File: src/verilog/tlviu_regs.svh
// Register offsets, field positions, reset values and source masks of the interrupt unit
`ifndef TLVIU_REGS_SVH
`define TLVIU_REGS_SVH

// ----------------------------------------------------------------
// Register byte offsets
// ----------------------------------------------------------------
`define TLVIU_CTRL_OFS      8'h00
`define TLVIU_ENABLE_OFS    8'h04
`define TLVIU_PRIO_OFS      8'h08
`define TLVIU_PEND_OFS      8'h0C
`define TLVIU_RISE_OFS      8'h10
`define TLVIU_FALL_OFS      8'h14
`define TLVIU_STATUS_OFS    8'h18
`define TLVIU_IRQ_STAT_OFS  8'h1C
`define TLVIU_IRQ_MASK_OFS  8'h20

// ----------------------------------------------------------------
// Field positions
// ----------------------------------------------------------------
`define TLVIU_CTRL_GIE_BIT   0
`define TLVIU_CTRL_STOP_BIT  1
`define TLVIU_IRQ_TAKEN_BIT  0
`define TLVIU_IRQ_WAKE_BIT   1

// ----------------------------------------------------------------
// Reset values
// ----------------------------------------------------------------
`define TLVIU_MASK16_RST  16'h0000
`define TLVIU_EDGE_RST    3'h0
`define TLVIU_IRQ_RST     2'h0

// ----------------------------------------------------------------
// Source properties, bit i is query slot i
// ----------------------------------------------------------------
`define TLVIU_AUTO_CLR_MASK  16'h0E0F
`define TLVIU_WAKE_MASK      16'h0E05
`define TLVIU_VEC_BASE       16'h0003
`define TLVIU_VEC_STEP       16'h0008
`define TLVIU_QUERY_GAP_IDX  4'hC
`define TLVIU_EXT0_IDX       0
`define TLVIU_EXT1_IDX       2
`define TLVIU_EXT2_IDX       10

`endif

File: src/verilog/tlviu_pkg.sv
// Types of the two-level vectored interrupt unit
package tlviu_pkg;

  typedef struct packed {
    logic        gie;
    logic        stop;
    logic [15:0] en;
    logic [15:0] prio;
    logic [15:0] pend;
    logic [2:0]  rise;
    logic [2:0]  fall;
    logic        ins_hi;
    logic        ins_lo;
    logic [1:0]  irq_stat;
    logic [1:0]  irq_mask;
    logic        wb_ack;
    logic [31:0] wb_dat;
    logic        int_req;
    logic [15:0] int_vec;
    logic [3:0]  int_src;
    logic        wake;
    logic        irq;
  } tlviu_state_t;

  typedef struct packed {
    logic prev;
    logic primed;
    logic pulse;
  } tlviu_edge_t;

endpackage : tlviu_pkg

File: src/verilog/tlviu_edge_det.sv
// Edge detector for one external interrupt pin
`timescale 1ns/1ps
`default_nettype none

module tlviu_edge_det (
  // Clock and reset
  input  wire logic clock,
  input  wire logic resetn,
  // Pin and edge selection
  input  wire logic pin,
  input  wire logic rise_en,
  input  wire logic fall_en,
  // Event
  output var  logic pulse
);

  tlviu_pkg::tlviu_edge_t st_q;
  tlviu_pkg::tlviu_edge_t st_d;

  always_comb begin
    st_d        = st_q;
    st_d.prev   = pin;
    st_d.primed = 1'b1;
    // The first sample only seeds the history, so a high pin at reset release is no edge
    st_d.pulse  = st_q.primed & ((rise_en & pin & ~st_q.prev) | (fall_en & ~pin & st_q.prev)); // see (RL3)
  end

  always_ff @(posedge clock or negedge resetn) begin
    if (!resetn) begin
      st_q <= '0;
    end else begin
      st_q <= st_d;
    end
  end

  assign pulse = st_q.pulse;

endmodule : tlviu_edge_det

`default_nettype wire

File: src/verilog/tlviu_top.sv
// Two-level vectored interrupt unit with Wishbone register access
//
// Function
// (RL1) Sixteen request sources: timers, three external pins, converter, PWM, UART, serial, touch.
// (RL2) Each source selects high or low priority; two levels exist.
// (RL3) Each external input triggers on rising, falling or both edges.
// (RL4) Each source has enable, priority bit, pending flag and fixed vector.
// (RL5) Global enable cleared blocks every request regardless of source enables.
// (RL6) External zero: vector 0003H, first in query, auto-clears, wakes from stop.
// (RL7) Timer zero: vector 000BH, query two, auto-clears, no stop wake.
// (RL8) External one: vector 0013H, query three, auto-clears, wakes from stop.
// (RL9) Timer one: vector 001BH, query four, auto-clears, no stop wake.
// (RL10) Serial done: vector 0023H, query five, software clears, no stop wake.
// (RL11) Timer two: vector 002BH, query six, software clears, no stop wake.
// (RL12) Converter done: vector 0033H, query seven, software clears, no stop wake.
// (RL13) High preempts low service; same level never preempts.
// (RL14) Among equal priority requests the smallest query position wins.
// (RL15) Core finishes instruction, pushes PC, loads vector on accept.
// (RL16) Blocked requests stay latched and are taken after return from service.
//
// Decided for this implementation: the Wishbone slave port and the register addresses.
`timescale 1ns/1ps
`default_nettype none
`include "tlviu_regs.svh"

module tlviu_top (
  // Clock and reset
  input  wire logic        clock,
  input  wire logic        resetn,
  // Wishbone slave
  input  wire logic [7:0]  wb_adr_i,
  input  wire logic [31:0] wb_dat_i,
  input  wire logic [3:0]  wb_sel_i,
  input  wire logic        wb_we_i,
  input  wire logic        wb_cyc_i,
  input  wire logic        wb_stb_i,
  output var  logic [31:0] wb_dat_o,
  output var  logic        wb_ack_o,
  // Peripheral events and external pins
  input  wire logic [15:0] periph_evt_i,
  input  wire logic [2:0]  ext_irq_in_i,
  // Core handshake
  output var  logic        int_req_o,
  output var  logic [15:0] int_vector_o,
  output var  logic [3:0]  int_src_o,
  input  wire logic        core_ack_i,
  input  wire logic        core_reti_i,
  // Wake and interrupt
  output var  logic        wake_o,
  output var  logic        irq_o
);

  // ----------------------------------------------------------------
  // Helper functions
  // ----------------------------------------------------------------
  // Query numbering skips 12, so slots from the gap on sit one step further
  function automatic logic [15:0] vector_of(input logic [3:0] idx);
    logic [15:0] q;
    q = {12'h000, idx};
    if (idx >= `TLVIU_QUERY_GAP_IDX) begin
      q = q + 16'h0001;
    end
    return `TLVIU_VEC_BASE + q * `TLVIU_VEC_STEP; // see (RL4)
  endfunction : vector_of

  function automatic logic [3:0] first_set(input logic [15:0] v);
    logic [3:0] r;
    r = 4'h0;
    for (int i = 15; i >= 0; i--) begin
      if (v[i]) begin
        r = i[3:0]; // see (RL14)
      end
    end
    return r;
  endfunction : first_set

  function automatic logic [31:0] lane_mask(input logic [3:0] sel);
    return {{8{sel[3]}}, {8{sel[2]}}, {8{sel[1]}}, {8{sel[0]}}};
  endfunction : lane_mask

  // ----------------------------------------------------------------
  // External edge detection
  // ----------------------------------------------------------------
  // Per-slot copy of the auto-clear set, so it can be indexed by source
  localparam logic [15:0] auto_clr = `TLVIU_AUTO_CLR_MASK;
  // The state is declared here because the pin detectors read its edge selects
  tlviu_pkg::tlviu_state_t st_q;
  tlviu_pkg::tlviu_state_t st_d;
  logic [2:0]  ext_pulse;
  logic [15:0] ext_slot;

  genvar g;
  generate
    for (g = 0; g < 3; g++) begin : g_ext
      tlviu_edge_det u_edge (
        .clock   (clock),
        .resetn  (resetn),
        .pin     (ext_irq_in_i[g]),
        .rise_en (st_q.rise[g]),
        .fall_en (st_q.fall[g]),
        .pulse   (ext_pulse[g])
      );
    end
  endgenerate

  assign ext_slot = (16'h0001 << `TLVIU_EXT0_IDX) | (16'h0001 << `TLVIU_EXT1_IDX)
                  | (16'h0001 << `TLVIU_EXT2_IDX);

  // ----------------------------------------------------------------
  // State
  // ----------------------------------------------------------------
  logic        bus_req;
  logic        bus_wr;
  logic [31:0] wmask;
  logic [31:0] wval;
  logic [15:0] evt_all;
  logic [15:0] clr_sw;
  logic [15:0] clr_hw;
  logic [15:0] elig;
  logic [15:0] hi_cand;
  logic [15:0] lo_cand;
  logic [15:0] pick;
  logic        took;
  logic [1:0]  irq_set;
  logic [1:0]  irq_clr;

  assign bus_req = wb_cyc_i & wb_stb_i & ~st_q.wb_ack;
  assign bus_wr  = bus_req & wb_we_i;
  assign wmask   = lane_mask(wb_sel_i);
  assign wval    = wb_dat_i & wmask;

  // All sixteen sources, the external slots fed by the pin detectors
  assign evt_all = (periph_evt_i & ~ext_slot)
                 | (16'(ext_pulse[0]) << `TLVIU_EXT0_IDX)
                 | (16'(ext_pulse[1]) << `TLVIU_EXT1_IDX)
                 | (16'(ext_pulse[2]) << `TLVIU_EXT2_IDX); // see (RL1)

  assign took = core_ack_i & st_q.int_req;

  always_comb begin
    st_d    = st_q;
    clr_sw  = 16'h0000;
    clr_hw  = 16'h0000;
    irq_clr = 2'h0;
    irq_set = 2'h0;

    // ---------------- Register writes ----------------
    if (bus_wr) begin
      case (wb_adr_i)
        `TLVIU_CTRL_OFS: begin
          if (wb_sel_i[0]) begin
            st_d.gie  = wb_dat_i[`TLVIU_CTRL_GIE_BIT];
            st_d.stop = wb_dat_i[`TLVIU_CTRL_STOP_BIT];
          end
        end
        `TLVIU_ENABLE_OFS: begin
          st_d.en = (st_q.en & ~wmask[15:0]) | wval[15:0];
        end
        `TLVIU_PRIO_OFS: begin
          st_d.prio = (st_q.prio & ~wmask[15:0]) | wval[15:0]; // see (RL2)
        end
        `TLVIU_PEND_OFS: begin
          clr_sw = wval[15:0]; // see (RL10) (RL11) (RL12)
        end
        `TLVIU_RISE_OFS: begin
          if (wb_sel_i[0]) begin
            st_d.rise = wb_dat_i[2:0];
          end
        end
        `TLVIU_FALL_OFS: begin
          if (wb_sel_i[0]) begin
            st_d.fall = wb_dat_i[2:0];
          end
        end
        `TLVIU_IRQ_STAT_OFS: begin
          irq_clr = wval[1:0];
        end
        `TLVIU_IRQ_MASK_OFS: begin
          if (wb_sel_i[0]) begin
            st_d.irq_mask = wb_dat_i[1:0];
          end
        end
        default: begin
        end
      endcase
    end

    // ---------------- Service level tracking ----------------
    // Return ends the innermost service, which is the high one when nested
    if (core_reti_i) begin
      if (st_q.ins_hi) begin
        st_d.ins_hi = 1'b0;
      end else begin
        st_d.ins_lo = 1'b0; // see (RL16)
      end
    end
    // The core loads the offered vector after pushing PC; we note the level, clear the taken source's flag if it auto-clears and set the taken status bit
    if (took) begin
      if (st_q.prio[st_q.int_src]) begin
        st_d.ins_hi = 1'b1; // see (RL15)
      end else begin
        st_d.ins_lo = 1'b1;
      end
      clr_hw[st_q.int_src] = auto_clr[st_q.int_src]; // see (RL6) (RL7) (RL8) (RL9)
      irq_set[`TLVIU_IRQ_TAKEN_BIT] = 1'b1;
    end

    // A new event in the clearing cycle keeps its flag set
    st_d.pend = (st_q.pend & ~clr_sw & ~clr_hw) | evt_all; // see (RL4)

    // ---------------- Arbitration on the next state ----------------
    elig    = st_d.pend & st_d.en & {16{st_d.gie}}; // see (RL5)
    hi_cand = elig & st_d.prio;
    lo_cand = elig & ~st_d.prio;
    if (st_d.ins_hi) begin
      pick = 16'h0000; // see (RL13)
    end else if (st_d.ins_lo || (hi_cand != 16'h0000)) begin
      pick = hi_cand;
    end else begin
      pick = lo_cand;
    end
    // Requests not picked stay pending until the service level falls
    st_d.int_req = (pick != 16'h0000); // see (RL16)
    st_d.int_src = first_set(pick);    // see (RL14)
    st_d.int_vec = vector_of(first_set(pick));

    // ---------------- Stop wake ----------------
    st_d.wake = st_d.stop & ((st_d.pend & st_d.en & `TLVIU_WAKE_MASK) != 16'h0000); // see (RL6) (RL8)
    if (st_d.wake && !st_q.wake) begin
      irq_set[`TLVIU_IRQ_WAKE_BIT] = 1'b1;
    end

    // ---------------- Summary interrupt ----------------
    st_d.irq_stat = (st_q.irq_stat & ~irq_clr) | irq_set;
    st_d.irq      = (st_d.irq_stat & st_d.irq_mask) != 2'h0;

    // ---------------- Bus answer ----------------
    st_d.wb_ack = bus_req;
    st_d.wb_dat = 32'h0000_0000;
    if (bus_req && !wb_we_i) begin
      case (wb_adr_i)
        `TLVIU_CTRL_OFS:     st_d.wb_dat = {30'h0, st_q.stop, st_q.gie};
        `TLVIU_ENABLE_OFS:   st_d.wb_dat = {16'h0000, st_q.en};
        `TLVIU_PRIO_OFS:     st_d.wb_dat = {16'h0000, st_q.prio};
        `TLVIU_PEND_OFS:     st_d.wb_dat = {16'h0000, st_q.pend};
        `TLVIU_RISE_OFS:     st_d.wb_dat = {29'h0, st_q.rise};
        `TLVIU_FALL_OFS:     st_d.wb_dat = {29'h0, st_q.fall};
        `TLVIU_STATUS_OFS:   st_d.wb_dat = {st_q.int_vec, 8'h00, st_q.int_src,
                                            st_q.wake, st_q.ins_hi, st_q.ins_lo, st_q.int_req};
        `TLVIU_IRQ_STAT_OFS: st_d.wb_dat = {30'h0, st_q.irq_stat};
        `TLVIU_IRQ_MASK_OFS: st_d.wb_dat = {30'h0, st_q.irq_mask};
        default:             st_d.wb_dat = 32'h0000_0000;
      endcase
    end
  end

  always_ff @(posedge clock or negedge resetn) begin
    if (!resetn) begin
      st_q <= '0;
    end else begin
      st_q <= st_d;
    end
  end

  // ----------------------------------------------------------------
  // Outputs
  // ----------------------------------------------------------------
  assign wb_dat_o     = st_q.wb_dat;
  assign wb_ack_o     = st_q.wb_ack;
  assign int_req_o    = st_q.int_req;
  assign int_vector_o = st_q.int_vec;
  assign int_src_o    = st_q.int_src;
  assign wake_o       = st_q.wake;
  assign irq_o        = st_q.irq;

  logic [15:0] elig_q;
  assign elig_q = st_q.pend & st_q.en;
endmodule : tlviu_top

`default_nettype wire

File: config.mk
export PLATFORM = sky130hd
export DESIGN_NAME = tlviu_top
export DESIGN_NICKNAME = d
export VERILOG_FILES = /design/src/verilog/tlviu_pkg.sv /design/src/verilog/tlviu_edge_det.sv /design/src/verilog/tlviu_top.sv
export VERILOG_INCLUDE_DIRS = /design/src /design/src/verilog
export SDC_FILE = /design/constraint.sdc
export NUM_CORES = 1
export LEC_CHECK = 0
export ABC_AREA = 1
export BUFFER_PORTS_ARGS = -buffer_cell sky130_fd_sc_hd__clkbuf_2
export CELL_PAD_IN_SITES_DETAIL_PLACEMENT = 0
export CELL_PAD_IN_SITES_GLOBAL_PLACEMENT = 1
export CORE_MARGIN = 2
export CORE_UTILIZATION = 43
export DETAILED_ROUTE_END_ITERATION = 7
export PLACE_DENSITY = 0.83
export SYNTH_ARGS = -nofsm -noshare
export SYNTH_HDL_FRONTEND = slang
export SYNTH_SLANG_ARGS = --single-unit
File: constraint.sdc
create_clock -name clock -period 7.5 [get_ports clock]
set_clock_uncertainty 0.2 [all_clocks]
set_input_delay 0.75 -clock clock [delete_from_list [all_inputs] [get_ports clock]]
set_output_delay 0.75 -clock clock [all_outputs]
set_load 0.02 [all_outputs]
# [Yosys cells after proc, flatten, opt, wreduce, memory -nomap -nowiden]
# Memories as Yosys holds them, arrays and structs flattened.
# Cells that the tools add are included.
# Widths: inputs -> output; s select.
[word_totals] ff_bits=125 mem_bits_ro=16 in_bits=70 output_inout_bits=56 wordCells=152 memories=1
[op_classes] add_sub_neg=2 order_cmp=3 eq_ne=8 mux=46 bitwise=54 n_reduce_logical=13
[mem_list] memory="(name not given)" depth=16 word_bits=1 rd=1 rd_clocked_by_memory_dff=0 write_ports=0 line="tlviu_top.sv:204" source="clr_hw[st_q.int_src] = auto_clr[st_q.int_src];"
[op_table] cell="$pmux 32 s9" n=1
[op_table] cell="$and 16x16->16" n=10
[op_table] cell="$mux 16" n=7
[op_table] cell="$mux 4" n=16
[op_table] cell="$not 16->16" n=4
[op_table] cell="$or 16x16->16" n=3
[op_table] cell="$reduce_bool 16->1" n=3
[op_table] cell="$mux 34" n=1
[op_table] cell="$eq 8x5->1 const B" n=4
[op_table] cell="$mux 32" n=1
[op_table] cell="$and 1x1->1" n=20
[op_table] cell="$mux 2" n=9
[op_table] cell="$add 2x16->16 const A" n=1
[op_table] cell="$eq 8x4->1 const B" n=2
[op_table] cell="$or 16x1->16" n=1
[op_table] cell="$or 16x11->16" n=1
[op_table] cell="$or 16x3->16" n=1
[op_table] cell="$eq 8x3->1 const B" n=1
[op_table] cell="$eq 8x6->1 const B" n=1
[op_table] cell="$logic_not 8->1" n=1
[op_table] cell="$mux 1" n=8
[op_table] cell="$not 1->1" n=7
[op_table] cell="$reduce_and 3->1" n=2
[op_table] cell="$add 4x1->5 const B" n=1
[op_table] cell="other kinds (14)" n=20

# [Longest topological paths before layout]
# Gate-level depths: netlist of the first run.
[depth] word_depth=35 ltp_mapped=36 depth_no_buf=35

# [Modules after synthesis]
# From an unflattened synthesis of the first run, not the netlist that was laid out.
[hier_totals] cells_unflattened=795 area_unflattened_um2=6000.8
[by_module_without_submodules] mod="tlviu_top" n_inst=1 cells_per_inst=765 area_per_inst_um2=5685.5 seq_area_each_um2=2452.4
[by_module_without_submodules] mod="tlviu_edge_det" n_inst=3 cells_per_inst=10 area_per_inst_um2=105.1 seq_area_each_um2=75.1

# [Least setup slack after synthesis of the first run]
# OpenSTA, ideal clock, no wires.
[synth_path] path_kind="input -> register" start="input port wb_adr_i[5]" end="register st_q, in the netlist int_vector_o[4]" setup_ps=128 arrival_ps=3303 required_ps=7172 slack_ps=3869 stages=35 n_path_buf=2 cell_sequence="nor2_2 > nand2_4 > nor2_4 > buf_6 > buf_6 > nand3_1 > nand2_1 > inv_2 > nand3_2 > nor2_1 > nor2_1 > nand2_1 > nor2_2 > nand3_4 > nand2_1 > nand2_1 > nand2_1 > nand2_1 > nand2_1 > nand2_1 > nand2_1 > nand2_1 > nand2_1 > nand2_1 > nand2_1 > nand2_1 > nand2_1 > nand2_1 > nand2_1 > nand2_2 > nand2_1 > inv_1 > ha_1 > nand2_1 > o21ai_0"
[synth_rtl] item="from (decl)" line="tlviu_top.sv:31" source="input wire logic [7:0] wb_adr_i,"
[synth_rtl] item="to (signal assigned)" line="tlviu_top.sv:261" source="st_q <= st_d;"
[synth_rtl] item="to (decl)" line="tlviu_top.sv:87" source="tlviu_pkg::tlviu_state_t st_q;"

==> impl_results.html, run 1 <==
<table>
<tr><th>Metric</th><th>Value</th></tr>
<tr><th colspan="2">Worst setup path</th></tr>
<tr><td>Peak per-stage delay on the critical path</td><td>0.64 ns</td></tr>
<tr><td>Most used cell, CP</td><td>nand2_1</td></tr>
<tr><td>Origin of the worst setup path</td><td>wb_adr_i[5]</td></tr>
<tr><td>Highest fanout seen on the critical path</td><td>29</td></tr>
<tr><td>Required time worst endpoint</td><td>approximately 7.5 ns</td></tr>
<tr><td>Element type at the critical path start</td><td>input port</td></tr>
<tr><td>Cell count of the worst reg-to-reg path</td><td>32</td></tr>
<tr><td>Worst endpoint data arrival time</td><td>between 4 and 5 ns</td></tr>
<tr><td>Critical path class</td><td>input port to flip-flop</td></tr>
<tr><td>Critical path's slowest cell</td><td>nor2_4</td></tr>
<tr><td>Critical path capture point type</td><td>flip-flop</td></tr>
<tr><td>Startpoint of the lowest-slack register-to-register path</td><td>wb_ack_o$_DFF_PN0_</td></tr>
<tr><th colspan="2">Global route</th></tr>
<tr><td>Met3 usage</td><td>between 2 and 3%</td></tr>
<tr><td>Met2 Use GR</td><td>a little over a third</td></tr>
<tr><td>Gr ovfl total</td><td>0</td></tr>
<tr><td>Vias in the first global route</td><td>approximately 5000</td></tr>
<tr><td>Global-route wire length before repair</td><td>around 25000 um</td></tr>
<tr><td>Met1 layer usage reported by global route</td><td>between 30% and 40%</td></tr>
<tr><td>Aggregate global-route resource usage</td><td>about 22%</td></tr>
<tr><td>Initial antenna violation count</td><td>0</td></tr>
<tr><td>Largest net degree at the start of global routing</td><td>~90</td></tr>
<tr><td>Routing layer with the top usage in global route</td><td>met2</td></tr>
<tr><th colspan="2">Routing</th></tr>
<tr><td>Routed wire length</td><td>roughly 15000 um</td></tr>
<tr><td>First-pass iteration count of the detailed router</td><td>5</td></tr>
<tr><td>Violation count after the first detailed-routing iteration</td><td>between 300 and 400</td></tr>
<tr><td>DRC errors left</td><td>0</td></tr>
<tr><td>Vias after detailed routing</td><td>5125</td></tr>
<tr><td>Routed wire length per instance</td><td>roughly 15 um</td></tr>
<tr><td>Post-route antenna net violation count</td><td>0</td></tr>
<tr><td>Number of vias per cell</td><td>between 5 and 6</td></tr>
<tr><th colspan="2">Flow run</th></tr>
<tr><td>MaxCap Viol Count</td><td>0</td></tr>
<tr><th colspan="2">Logic synthesis</th></tr>
<tr><td>Area leader, netlist</td><td>dfrtp_1</td></tr>
<tr><td>Post-synthesis instance area</td><td>just under 0.006 mm^2</td></tr>
<tr><td>Library cell with the highest instance count after synthesis</td><td>nand2_1</td></tr>
<tr><td>Proportion of synthesized chip area in sequential cells</td><td>between 40% and 50%</td></tr>
<tr><td>Synth async-reset ratio</td><td>between 90% and 100%</td></tr>
<tr><td>Most common flop cell mapped by yosys</td><td>dfrtp_1</td></tr>
<tr><td>Top cell type's share of synthesized area</td><td>roughly 44%</td></tr>
<tr><td>Number of warnings printed during yosys synthesis</td><td>0</td></tr>
<tr><td>Number of enable flip-flop cells after synthesis</td><td>0</td></tr>
<tr><td>Register bit total from synthesis</td><td>104</td></tr>
<tr><td>Largest cells by area after synthesis</td><td>dfrtp_1 (44%), nand2_1 (14%), buf_4 (7.2%)</td></tr>
<tr><td>Synth cell types</td><td>between 40 and 50</td></tr>
<tr><td>Instance count of the mapped netlist</td><td>approximately 790</td></tr>
<tr><td>Most instantiated cells after synthesis</td><td>nand2_1 (223), inv_1 (113), dfrtp_1 (104), nand3_1 (69), nor2_1 (59)</td></tr>
<tr><td>Synthesized area divided by synthesized cell count</td><td>roughly 7.5 um^2</td></tr>
<tr><th colspan="2">Layout</th></tr>
<tr><td>Final non-filler cell area</td><td>about 0.0065 mm^2</td></tr>
<tr><td>N_diodes</td><td>0</td></tr>
<tr><td>Synth-to-Final Area Change</td><td>8.87%</td></tr>
<tr><td>Fraction of final layout cells with drive strength greater than 1</td><td>18.6%</td></tr>
<tr><td>Final layout net count</td><td>910</td></tr>
<tr><td>Filler Cell Count</td><td>between 1000 and 1500</td></tr>
<tr><th colspan="2">Power and ir drop</th></tr>
<tr><td>Final Total Pwr</td><td>around 1.2 mW</td></tr>
<tr><td>Leakage power</td><td>3.46 nW</td></tr>
<tr><td>Highest ir drop seen on vdd</td><td>0.0801 mV</td></tr>
<tr><td>Power density cells</td><td>between 150 and 200 mW/mm^2</td></tr>
<tr><th colspan="2">Timing</th></tr>
<tr><td>Setup repair after global routing missed its margin</td><td>false</td></tr>
<tr><td>Achievable Freq</td><td>~0.22 GHz</td></tr>
<tr><td>Accumulated negative setup slack</td><td>0 ns</td></tr>
<tr><td>Final period util</td><td>between 60% and 70%</td></tr>
<tr><td>Pins Over Slew Limit</td><td>0</td></tr>
<tr><td>Final count of hold timing violations</td><td>0</td></tr>
<tr><td>Setup violators final</td><td>0</td></tr>
<tr><td>Worst rel slew slack</td><td>between 10 and 15%</td></tr>
<tr><td>Post-route minimum period</td><td>approximately 4.6 ns</td></tr>
<tr><td>Worst-Margin Slew</td><td>between 1 and 1.5 ns</td></tr>
<tr><th colspan="2">Placed design</th></tr>
<tr><td>HPWL after detailed placement</td><td>roughly 11000 um</td></tr>
<tr><td>Weighted congestion at the end of routability-driven global placement</td><td>between 0.8 and 0.9</td></tr>
<tr><td>Input/output buffers</td><td>86</td></tr>
<tr><td>Cell area reported after detailed placement</td><td>0.00617 mm^2</td></tr>
<tr><th colspan="2">Clocking</th></tr>
<tr><td>TritonCTS buffer count</td><td>9</td></tr>
<tr><td>Total number of clock tree sinks</td><td>roughly 100</td></tr>
<tr><td>Clock root buffer master</td><td>clkbuf_16</td></tr>
<tr><td>Post-CTS Hold Fix Bufs</td><td>0</td></tr>
<tr><td>CTS tree</td><td>built</td></tr>
<tr><td>Source-to-sink clock delay at the later pin of the worst-skew pair</td><td>approximately 0.36 ns</td></tr>
<tr><td># H-tree levels</td><td>3</td></tr>
<tr><td>Post_cts resized</td><td>0</td></tr>
<tr><td>Clk slew on worst S/H paths</td><td>roughly 0.07 ns</td></tr>
<tr><td>Setup bufs post-CTS</td><td>0</td></tr>
<tr><td>CTS max path bufs</td><td>2</td></tr>
<tr><th colspan="2">Floorplan</th></tr>
<tr><td>Effective utilization at floorplan</td><td>roughly 44%</td></tr>
<tr><td>Horiz. Die Dim</td><td>around 120 um</td></tr>
<tr><td>Die Y-Extent</td><td>122 um</td></tr>
<tr><td>Area of the core</td><td>between 0.01 and 0.015 mm^2</td></tr>
<tr><td># rows</td><td>42</td></tr>
<tr><td>Total die area</td><td>roughly 0.015 mm^2</td></tr>
<tr><td># IOs</td><td>about 130</td></tr>
<tr><th colspan="2">Hold path</th></tr>
<tr><td>Worst Hold Class</td><td>input port to asynchronous set/reset pin</td></tr>
<tr><th colspan="2">Status</th></tr>
<tr><td>Outcome</td><td>finished clean</td></tr>
</table>
layout make-up:
class,count,area [um^2],share of cell area (%)
timing repair buffer,89,455,7.03
tap,176,220,3.40
clock buffer,12,256,3.96
multi-input combinational,502,2400,37.0
inverter,133,499,7.70
sequential,104,2600,40.1
clock inverter,4,51.3,0.791
state kept, by name, indices dropped and copies added, names as in the netlist:
signal,cells
g_ext.u_edge.pulse,3
g_ext.u_edge.st_q,3
int_req_o,1
int_src_o,4
int_vector_o,6
irq_o,1
st_q,62
wake_o,1
wb_ack_o,1
wb_dat_o,22
cell families after synthesis:
| kind of cell | share of synthesized area [%] |
|---|---|
| simple gates | 29.7 |
| flops | 43.7 |
| buf+inv | 17.2 |
| xor+xnor | 0.147 |
| fa+ha+maj | 0.210 |
| other cells | 0.126 |
| compound gates | 8.89 |
power breakdown:
group | total [mW] | internal [mW] | switching (mW) | leakage, nW
clock | 0.489 | 0.278 | 0.211 | 0.149
sequential | 0.576 | 0.569 | 0.00646 | 1.26
combinational | 0.0965 | 0.0257 | 0.0708 | 2.05
total | 1.16 | 0.873 | 0.288 | 3.46
placed cells by master, fill, tap and decap left out, types with 9 or more instances in the layout:
cell,instances
a21oi_1,17
conb_1,19
o22ai_1,15
nor2_1,59
clkbuf_2,85
nand2_1,223
inv_2,18
nor2_2,9
clkbuf_16,9
o21ai_0,12
nand3_1,69
o21ai_1,10
dfrtp_1,104
inv_1,113
metrics by stage:
stage	std cells	setup slack (ns)	utilization, %	hold WS (ns)
2_1_floorplan	810	3.87	-	0.221
3_3_place_gp	1004	2.72	46.1	0.242
3_5_place_dp	1004	2.62	46.1	0.250
4_1_cts	1020	2.99	48.4	0.0525
5_1_grt	1020	2.47	48.4	0.0702
6_report	1020	2.93	48.4	0.0501
worst paths after layout:
| kind | endpoint | slack (ns) |
|---|---|---|
| min in group clock | st_q[78]$_DFF_PN0_ | 0.27 |
| max | int_vector_o[4]$_DFF_PN0_ | 2.93 |
| max in group asynchronous | int_src_o[2]$_DFF_PN0_ | 5.69 |
| max reg2reg | int_vector_o[4]$_DFF_PN0_ | 3.03 |
| min reg2reg | st_q[78]$_DFF_PN0_ | 0.27 |
| min | st_q[111]$_DFF_PN0_ | 0.05 |
routing by layer:
layer | share of wire, % | up-vias
met5 | 0 | -
met4 | 1.6 | 0
met3 | 4.0 | 18
met2 | 47 | 132
met1 | 47 | 2457
li1 | - | 2518
critical path: cells and delay by family:
| family | cells | cell delay, ns |
|---|---|---|
| AO/OA/AOI/OAI | 1 | 0.08 |
| AND/OR/NAND/NOR | 30 | 3.30 |
| buffers and inverters | 3 | 0.24 |
| adder cells (fa/ha/maj) | 1 | 0.22 |
Power figures use the tool's default switching activity.
==> run 2, diff against run 1 <==
--- a/config.mk
+++ b/config.mk
@@ -11,9 +11,9 @@
 export CELL_PAD_IN_SITES_DETAIL_PLACEMENT = 0
 export CELL_PAD_IN_SITES_GLOBAL_PLACEMENT = 1
 export CORE_MARGIN = 2
-export CORE_UTILIZATION = 43
+export CORE_UTILIZATION = 40
 export DETAILED_ROUTE_END_ITERATION = 7
-export PLACE_DENSITY = 0.83
+export PLACE_DENSITY = 0.78
 export SYNTH_ARGS = -nofsm -noshare
 export SYNTH_HDL_FRONTEND = slang
 export SYNTH_SLANG_ARGS = --single-unit
==> constraint.sdc (replaced) <==
create_clock -name clock -period 4.7 [get_ports clock]
set_clock_uncertainty 0.2 [all_clocks]
set_input_delay 0.47 -clock clock [delete_from_list [all_inputs] [get_ports clock]]
set_output_delay 0.47 -clock clock [all_outputs]
set_load 0.02 [all_outputs]
==> run 2 against run 1 <==
Effect of this change:
- combinational power up 62%
- sequential power up 60%
- total power up 64%
- final cell count up 2.0%
- sequential share of layout area down 0.96 points
- global-route usage down 1.7 points
- die area up 7.3%
- setup slack worse by 2.3 ns
- wire length about the same
- count of clock-buffer cells in the layout down 2
- critical endpoint unchanged
- highest routed layer unchanged
==> impl_results.html, run 2 (synthesis gave the netlist of run 1 again) <==
<table>
<tr><th>Metric</th><th>Value</th></tr>
<tr><th colspan="2">Clocking</th></tr>
<tr><td>Post-CTS Hold Fix Bufs</td><td>0</td></tr>
<tr><td>TritonCTS buffer count</td><td>9</td></tr>
<tr><td>Clk slew on worst S/H paths</td><td>about 0.070 ns</td></tr>
<tr><td># H-tree levels</td><td>3</td></tr>
<tr><td>Post_cts resized</td><td>0</td></tr>
<tr><td>Source-to-sink clock delay at the later pin of the worst-skew pair</td><td>between 0.3 and 0.4 ns</td></tr>
<tr><td>Clock root buffer master</td><td>clkbuf_16</td></tr>
<tr><td>Total number of clock tree sinks</td><td>roughly 100</td></tr>
<tr><td>CTS tree</td><td>built</td></tr>
<tr><td>Setup bufs post-CTS</td><td>0</td></tr>
<tr><td>CTS max path bufs</td><td>2</td></tr>
<tr><th colspan="2">Routing</th></tr>
<tr><td>First-pass iteration count of the detailed router</td><td>4</td></tr>
<tr><td>Violation count after the first detailed-routing iteration</td><td>between 200 and 300</td></tr>
<tr><td>Post-route antenna net violation count</td><td>0</td></tr>
<tr><td>Vias after detailed routing</td><td>roughly 5000</td></tr>
<tr><td>Routed wire length</td><td>15300 um</td></tr>
<tr><td>DRC errors left</td><td>0</td></tr>
<tr><td>Number of vias per cell</td><td>about 4.8</td></tr>
<tr><td>Routed wire length per instance</td><td>between 10 and 15 um</td></tr>
<tr><th colspan="2">Timing</th></tr>
<tr><td>Setup repair after global routing missed its margin</td><td>false</td></tr>
<tr><td>Final count of hold timing violations</td><td>0</td></tr>
<tr><td>Achievable Freq</td><td>around 0.25 GHz</td></tr>
<tr><td>Worst rel slew slack</td><td>~41%</td></tr>
<tr><td>Setup violators final</td><td>0</td></tr>
<tr><td>Final period util</td><td>between 80% and 90%</td></tr>
<tr><td>Crit path setup slack, layout</td><td>roughly 0.66 ns</td></tr>
<tr><td>Worst-Margin Slew</td><td>0.881 ns</td></tr>
<tr><td>Pins Over Slew Limit</td><td>0</td></tr>
<tr><td>Accumulated negative setup slack</td><td>0 ns</td></tr>
<tr><td>Hold slack final</td><td>0.0231 ns</td></tr>
<tr><td>Post-route minimum period</td><td>~4.0 ns</td></tr>
<tr><th colspan="2">Placed design</th></tr>
<tr><td>Worst slack at placement</td><td>between 0.5 and 0.6 ns</td></tr>
<tr><td>Weighted congestion at the end of routability-driven global placement</td><td>0.854</td></tr>
<tr><td>HPWL after detailed placement</td><td>between 10000 and 15000 um</td></tr>
<tr><td>Placed Cells incl. Taps</td><td>around 1000</td></tr>
<tr><td>Cell area reported after detailed placement</td><td>approximately 0.0063 mm^2</td></tr>
<tr><td>Input/output buffers</td><td>86</td></tr>
<tr><th colspan="2">Global route</th></tr>
<tr><td>Largest net degree at the start of global routing</td><td>68</td></tr>
<tr><td>Initial antenna violation count</td><td>0</td></tr>
<tr><td>Aggregate global-route resource usage</td><td>between 20% and 30%</td></tr>
<tr><td>Global-route wire length before repair</td><td>approximately 25000 um</td></tr>
<tr><td>Gr ovfl total</td><td>0</td></tr>
<tr><td>Vias in the first global route</td><td>approximately 5000</td></tr>
<tr><th colspan="2">Layout</th></tr>
<tr><td>Register name with the most flops</td><td>st_q</td></tr>
<tr><td>Flip-flop count of the largest register after layout</td><td>62</td></tr>
<tr><td>N_diodes</td><td>0</td></tr>
<tr><td>Synth-to-Final Area Change</td><td>11.5%</td></tr>
<tr><td>Most common cell after layout, fill and taps aside</td><td>nand2_1</td></tr>
<tr><td>Final std cells w/o fill</td><td>1040</td></tr>
<tr><td>Final layout net count</td><td>approximately 920</td></tr>
<tr><td>Final non-filler cell area</td><td>between 0.006 and 0.007 mm^2</td></tr>
<tr><td>Filler Cell Count</td><td>between 1500 and 2000</td></tr>
<tr><td>Util after Layout</td><td>between 40 and 50%</td></tr>
<tr><td>Fraction of final layout cells with drive strength greater than 1</td><td>approximately 20%</td></tr>
<tr><td>Top library cells by usage in the layout, fill and taps aside</td><td>nand2_1 (223), inv_1 (113), dfrtp_1 (104), clkbuf_2 (85), nand3_1 (69)</td></tr>
<tr><th colspan="2">Worst setup path</th></tr>
<tr><td>Cell count of the worst reg-to-reg path</td><td>31</td></tr>
<tr><td>Peak per-stage delay on the critical path</td><td>approximately 0.39 ns</td></tr>
<tr><td>Critical path class</td><td>flip-flop to flip-flop</td></tr>
<tr><td>Worst endpoint data arrival time</td><td>roughly 4.1 ns</td></tr>
<tr><td>Element type at the critical path start</td><td>flip-flop</td></tr>
<tr><td>Critical path's slowest cell</td><td>nor2_4</td></tr>
<tr><td>Required time worst endpoint</td><td>around 4.7 ns</td></tr>
<tr><td>Most used cell, CP</td><td>nand2_1</td></tr>
<tr><td>Highest fanout seen on the critical path</td><td>18</td></tr>
<tr><td>Critical path capture point type</td><td>flip-flop</td></tr>
<tr><th colspan="2">Power and ir drop</th></tr>
<tr><td>Fraction of power consumed by combinational cells</td><td>8.2%</td></tr>
<tr><td>Share of total power in sequential cells</td><td>48.3%</td></tr>
<tr><td>Final Total Pwr</td><td>between 1.5 and 2 mW</td></tr>
<tr><td>Clock network fraction of design power</td><td>a little over two fifths</td></tr>
<tr><td>Highest ir drop seen on vdd</td><td>about 0.17 mV</td></tr>
<tr><td>Leakage power</td><td>between 3 and 4 nW</td></tr>
<tr><td>Switching Fraction</td><td>roughly 25%</td></tr>
<tr><td>Switching power</td><td>0.470 mW</td></tr>
<tr><td>Internal Dissipation</td><td>about 1.4 mW</td></tr>
<tr><td>Power density cells</td><td>287 mW/mm^2</td></tr>
<tr><th colspan="2">Floorplan</th></tr>
<tr><td>Total die area</td><td>0.0159 mm^2</td></tr>
<tr><td># IOs</td><td>between 100 and 150</td></tr>
<tr><td>Die Y-Extent</td><td>between 100 and 150 um</td></tr>
<tr><td>Effective utilization at floorplan</td><td>about 40%</td></tr>
<tr><td># rows</td><td>between 40 and 50</td></tr>
<tr><td>Horiz. Die Dim</td><td>~130 um</td></tr>
<tr><td>Area of the core</td><td>around 0.015 mm^2</td></tr>
<tr><th colspan="2">Status</th></tr>
<tr><td>Outcome</td><td>finished clean</td></tr>
<tr><th colspan="2">Hold path</th></tr>
<tr><td>Worst Hold Class</td><td>input port to asynchronous set/reset pin</td></tr>
<tr><th colspan="2">Flow run</th></tr>
<tr><td>MaxCap Viol Count</td><td>0</td></tr>
</table>
[run 2: cell type report]
cell class	instances	area (um^2)	share of cell area (%)
Inverter	133	499	7.52
Clock inverter	6	90.1	1.36
Tap cell	184	230	3.47
Clock buffer	10	239	3.60
Sequential cell	104	2600	39.2
Timing Repair Buffer	101	583	8.78
Multi-Input combinational cell	502	2400	36.1
[run 2: per-layer routing]
layer / wire (um) / vias to the layer above / share of wire, % / GRT usage, %
met5: 0 / - / 0 / 0
met4: 201 / 0 / 1.3 / 6.27
met3: 716 / 15 / 4.7 / 3.95
met2: 6950 / 115 / 45 / 31.2
met1: 7450 / 2327 / 49 / 28.7
li1: - / 2535 / - / -
[run 2: worst paths after layout]
path / start / end / slack (ns)
max: wb_ack_o$_DFF_PN0_ / int_vector_o[4]$_DFF_PN0_ / 0.66
min: resetn / st_q[109]$_DFF_PN0_ / 0.02
min reg2reg: g_ext[2].u_edge.pulse$_DFF_PN0_ / st_q[78]$_DFF_PN0_ / 0.27
min in group clock: ext_irq_in_i[1] / g_ext[1].u_edge.st_q[2]$_DFF_PN0_ / 0.05
max reg2reg: wb_ack_o$_DFF_PN0_ / int_vector_o[4]$_DFF_PN0_ / 0.66
max in group asynchronous: resetn / wb_dat_o[20]$_DFF_PN0_ / 3.24
[run 2: worst max-delay path, delay by kind of cell (launching register included)]
kind	cells	cell delay [ns]
AO/OA/AOI/OAI	2	0.24
adder cells (fa/ha/maj)	1	0.28
buffers and inverters	2	0.14
flip-flops	1	0.38
AND/OR/NAND/NOR	26	2.69
[run 2: power groups by stage]
stage                     clock network [mW]  registers [mW]  logic [mW]
after floorplan                            0           0.935       0.101
after global placement                     0           0.936       0.157
after detailed placement                   0           0.937       0.157
after CTS                              0.857           0.919       0.158
after global routing                   0.892           0.920       0.176
final                                  0.830           0.919       0.156
==> run 3, diff against run 2 <==
--- a/config.mk
+++ b/config.mk
@@ -11,9 +11,9 @@
 export CELL_PAD_IN_SITES_DETAIL_PLACEMENT = 0
 export CELL_PAD_IN_SITES_GLOBAL_PLACEMENT = 1
 export CORE_MARGIN = 2
-export CORE_UTILIZATION = 40
+export CORE_UTILIZATION = 43
 export DETAILED_ROUTE_END_ITERATION = 7
-export PLACE_DENSITY = 0.78
+export PLACE_DENSITY = 0.83
 export SYNTH_ARGS = -nofsm -noshare
 export SYNTH_HDL_FRONTEND = slang
 export SYNTH_SLANG_ARGS = --single-unit
==> constraint.sdc (replaced) <==
create_clock -name clock -period 4.75 [get_ports clock]
set_clock_uncertainty 0.2 [all_clocks]
set_input_delay 0.475 -clock clock [delete_from_list [all_inputs] [get_ports clock]]
set_output_delay 0.475 -clock clock [all_outputs]
set_load 0.02 [all_outputs]
==> run 3 against run 2 <==
Effect of this change:
- the flow now finishes with violations (negative hold slack)
- die area shrank 6.8%
- count of clock-buffer cells in the layout grew 4
- fmax grew 0.48%
==> impl_results.html, run 3 (synthesis gave the netlist of run 1 again) <==
<table>
<tr><th>Metric</th><th>Value</th></tr>
<tr><th colspan="2">Status</th></tr>
<tr><td>Outcome</td><td>finished with violations</td></tr>
<tr><td>Violated checks</td><td>negative hold slack</td></tr>
<tr><th colspan="2">Routing</th></tr>
<tr><td>Violation count after the first detailed-routing iteration</td><td>slightly below 500</td></tr>
<tr><td>Routed wire length</td><td>approximately 15000 um</td></tr>
<tr><td>Met1 layer wirelength in the final routing</td><td>around 7000 um</td></tr>
<tr><td>Met2 Routed Length</td><td>approximately 7100 um</td></tr>
<tr><td>Routed wire length per instance</td><td>15.0 um</td></tr>
<tr><td>Highest layer used for signal routing</td><td>met4</td></tr>
<tr><td>Post-route antenna net violation count</td><td>0</td></tr>
<tr><td>Vias after detailed routing</td><td>5255</td></tr>
<tr><td>Met3 Wirelength</td><td>a little under 1000 um</td></tr>
<tr><td>First-pass iteration count of the detailed router</td><td>5</td></tr>
<tr><td>DRC errors left</td><td>0</td></tr>
<tr><td>Number of vias per cell</td><td>5.09</td></tr>
<tr><th colspan="2">Layout</th></tr>
<tr><td>Synth-to-Final Area Change</td><td>11.0%</td></tr>
<tr><td>Final non-filler cell area</td><td>around 0.0066 mm^2</td></tr>
<tr><td>Top library cells by usage in the layout, fill and taps aside</td><td>nand2_1 (223), inv_1 (113), dfrtp_1 (104), clkbuf_2 (85), nand3_1 (69)</td></tr>
<tr><td>Fraction of final layout cells with drive strength greater than 1</td><td>between 10% and 20%</td></tr>
<tr><td>Flip-flop count of the largest register after layout</td><td>62</td></tr>
<tr><td>Sequential standard cell area</td><td>about 0.0026 mm^2</td></tr>
<tr><td>Final layout net count</td><td>~920</td></tr>
<tr><td>Most common cell after layout, fill and taps aside</td><td>nand2_1</td></tr>
<tr><td>Footprint of the multi-input gates</td><td>between 0.002 and 0.0025 mm^2</td></tr>
<tr><td>N_diodes</td><td>0</td></tr>
<tr><td>Register name with the most flops</td><td>st_q</td></tr>
<tr><td>Filler Cell Count</td><td>between 1000 and 1500</td></tr>
<tr><th colspan="2">Worst setup path</th></tr>
<tr><td>Most used cell, CP</td><td>nand2_1</td></tr>
<tr><td>Required time worst endpoint</td><td>roughly 4.8 ns</td></tr>
<tr><td>Origin of the worst setup path</td><td>wb_ack_o$_DFF_PN0_</td></tr>
<tr><td>Slack of the worst reg-to-reg path</td><td>0.73 ns</td></tr>
<tr><td>Critical path class</td><td>flip-flop to flip-flop</td></tr>
<tr><td>Worst endpoint data arrival time</td><td>around 4 ns</td></tr>
<tr><td>Startpoint of the lowest-slack register-to-register path</td><td>wb_ack_o$_DFF_PN0_</td></tr>
<tr><td>Element type at the critical path start</td><td>flip-flop</td></tr>
<tr><td>Critical path's slowest cell</td><td>dfrtp_1</td></tr>
<tr><td>Critical Path Sink</td><td>int_vector_o[4]$_DFF_PN0_</td></tr>
<tr><td>Critical path capture point type</td><td>flip-flop</td></tr>
<tr><td>Peak per-stage delay on the critical path</td><td>0.38 ns</td></tr>
<tr><td>Terminus of the critical flop-to-flop path</td><td>int_vector_o[4]$_DFF_PN0_</td></tr>
<tr><td>Highest fanout seen on the critical path</td><td>16</td></tr>
<tr><td>Cell count of the worst reg-to-reg path</td><td>30</td></tr>
<tr><th colspan="2">Placed design</th></tr>
<tr><td>Cell area reported after detailed placement</td><td>about 0.0063 mm^2</td></tr>
<tr><td>Worst slack at placement</td><td>0.489 ns</td></tr>
<tr><td>Input/output buffers</td><td>86</td></tr>
<tr><td>Weighted congestion at the end of routability-driven global placement</td><td>around 0.9</td></tr>
<tr><td>HPWL after detailed placement</td><td>11500 um</td></tr>
<tr><th colspan="2">Clocking</th></tr>
<tr><td>CTS tree</td><td>built</td></tr>
<tr><td>CTS max path bufs</td><td>2</td></tr>
<tr><td>Setup bufs post-CTS</td><td>0</td></tr>
<tr><td>TritonCTS buffer count</td><td>9</td></tr>
<tr><td>Clock root buffer master</td><td>clkbuf_16</td></tr>
<tr><td># H-tree levels</td><td>3</td></tr>
<tr><td>Source-to-sink clock delay at the later pin of the worst-skew pair</td><td>roughly 0.35 ns</td></tr>
<tr><td>Post_cts resized</td><td>0</td></tr>
<tr><td>Post-CTS Hold Fix Bufs</td><td>0</td></tr>
<tr><td>Total number of clock tree sinks</td><td>104</td></tr>
<tr><td>Clk slew on worst S/H paths</td><td>about 0.070 ns</td></tr>
<tr><th colspan="2">Global route</th></tr>
<tr><td>Aggregate global-route resource usage</td><td>roughly 22%</td></tr>
<tr><td>Initial antenna violation count</td><td>0</td></tr>
<tr><td>Global-route wire length before repair</td><td>~26000 um</td></tr>
<tr><td>Largest net degree at the start of global routing</td><td>64</td></tr>
<tr><td>Gr ovfl total</td><td>0</td></tr>
<tr><td>Vias in the first global route</td><td>5158</td></tr>
<tr><th colspan="2">Power and ir drop</th></tr>
<tr><td>Leakage power</td><td>between 3 and 4 nW</td></tr>
<tr><td>Highest ir drop seen on vdd</td><td>0.178 mV</td></tr>
<tr><td>Final Total Pwr</td><td>roughly 1.9 mW</td></tr>
<tr><td>Power density cells</td><td>about 290 mW/mm^2</td></tr>
<tr><th colspan="2">Flow run</th></tr>
<tr><td>MaxCap Viol Count</td><td>0</td></tr>
<tr><th colspan="2">Floorplan</th></tr>
<tr><td>Area of the core</td><td>around 0.013 mm^2</td></tr>
<tr><td>Die Y-Extent</td><td>approximately 120 um</td></tr>
<tr><td>Total die area</td><td>~0.015 mm^2</td></tr>
<tr><td># IOs</td><td>between 100 and 150</td></tr>
<tr><td>Effective utilization at floorplan</td><td>~44%</td></tr>
<tr><td>Horiz. Die Dim</td><td>between 100 and 150 um</td></tr>
<tr><td># rows</td><td>42</td></tr>
<tr><th colspan="2">Timing</th></tr>
<tr><td>Setup violators final</td><td>0</td></tr>
<tr><td>Achievable Freq</td><td>between 0.2 and 0.25 GHz</td></tr>
<tr><td>Hold slack final</td><td>-0.000360 ns</td></tr>
<tr><td>Pins Over Slew Limit</td><td>0</td></tr>
<tr><td>Post-route minimum period</td><td>between 4 and 5 ns</td></tr>
<tr><td>Final period util</td><td>between 80 and 90%</td></tr>
<tr><td>Crit path setup slack, layout</td><td>0.731 ns</td></tr>
<tr><td>Worst rel slew slack</td><td>between 40% and 50%</td></tr>
<tr><td>Worst-Margin Slew</td><td>about 0.81 ns</td></tr>
<tr><td>Final count of hold timing violations</td><td>2</td></tr>
<tr><td>Accumulated negative setup slack</td><td>0 ns</td></tr>
<tr><td>Setup repair after global routing missed its margin</td><td>false</td></tr>
<tr><th colspan="2">Hold path</th></tr>
<tr><td>Worst Hold Class</td><td>input port to asynchronous set/reset pin</td></tr>
</table>
-- run 3: changes by cell type in the layout (fill, tap and decap cells not counted) --
cell        change
buf_12          -2
buf_4           +2
clkbuf_1        +2
clkbuf_8        +2
clkinv_2        -1
clkinv_4        -1
clkinvlp_4      -1
inv_6           -1
-- run 3: worst min-delay path by stage --
stage	from	cells after the start	slack [ns]	to
2_1_floorplan	resetn	0	-0.02	g_ext[0].u_edge.pulse$_DFF_PN0_
3_3_place_gp	g_ext[2].u_edge.pulse$_DFF_PN0_	2	0.24	st_q[78]$_DFF_PN0_
3_5_place_dp	g_ext[2].u_edge.pulse$_DFF_PN0_	2	0.25	st_q[78]$_DFF_PN0_
4_1_cts	resetn	1	0.04	wb_dat_o[9]$_DFF_PN0_
5_1_grt	ext_irq_in_i[1]	1	0.06	g_ext[1].u_edge.st_q[2]$_DFF_PN0_
6_report	resetn	1	-0.0004	wb_dat_o[9]$_DFF_PN0_
-- run 3: routing by layer --
layer	track usage, %	up-vias
met3	3.93	20
met4	8.26	0
met2	35.8	180
met1	30.5	2514
met5	0	-
li1	-	2541
-- run 3: metrics by stage --
stage / util [%] / cells
after floorplan: - / 810
after global placement: 46.8 / 1016
after detailed placement: 46.8 / 1016
after CTS: 49.3 / 1032
after global routing: 49.3 / 1032
final: 49.3 / 1032
-- run 3: power breakdown --
group	internal [mW]	switching (mW)
Sequential	0.899	0.0106
Combinational	0.0417	0.112
Clock	0.506	0.325
Total	1.45	0.447
-- run 3: worst max-delay path: cells and delay by family, from the launching register on --
kind                       cells  cell delay (ns)
AOI/OAI and AO/OA              3             0.55
adders and majority gates      1             0.29
buffers and inverters          3             0.36
DFF                            1             0.38
and+or+nand+nor               23             2.11
-- run 3: cell type report --
| type | count | share of cell area (%) |
|---|---|---|
| inverter | 133 | 7.55 |
| multi-input combinational | 502 | 36.3 |
| tap | 176 | 3.33 |
| sequential | 104 | 39.4 |
| clock buffer | 14 | 4.14 |
| clock inverter | 2 | 0.908 |
| timing repair buffer | 101 | 8.44 |
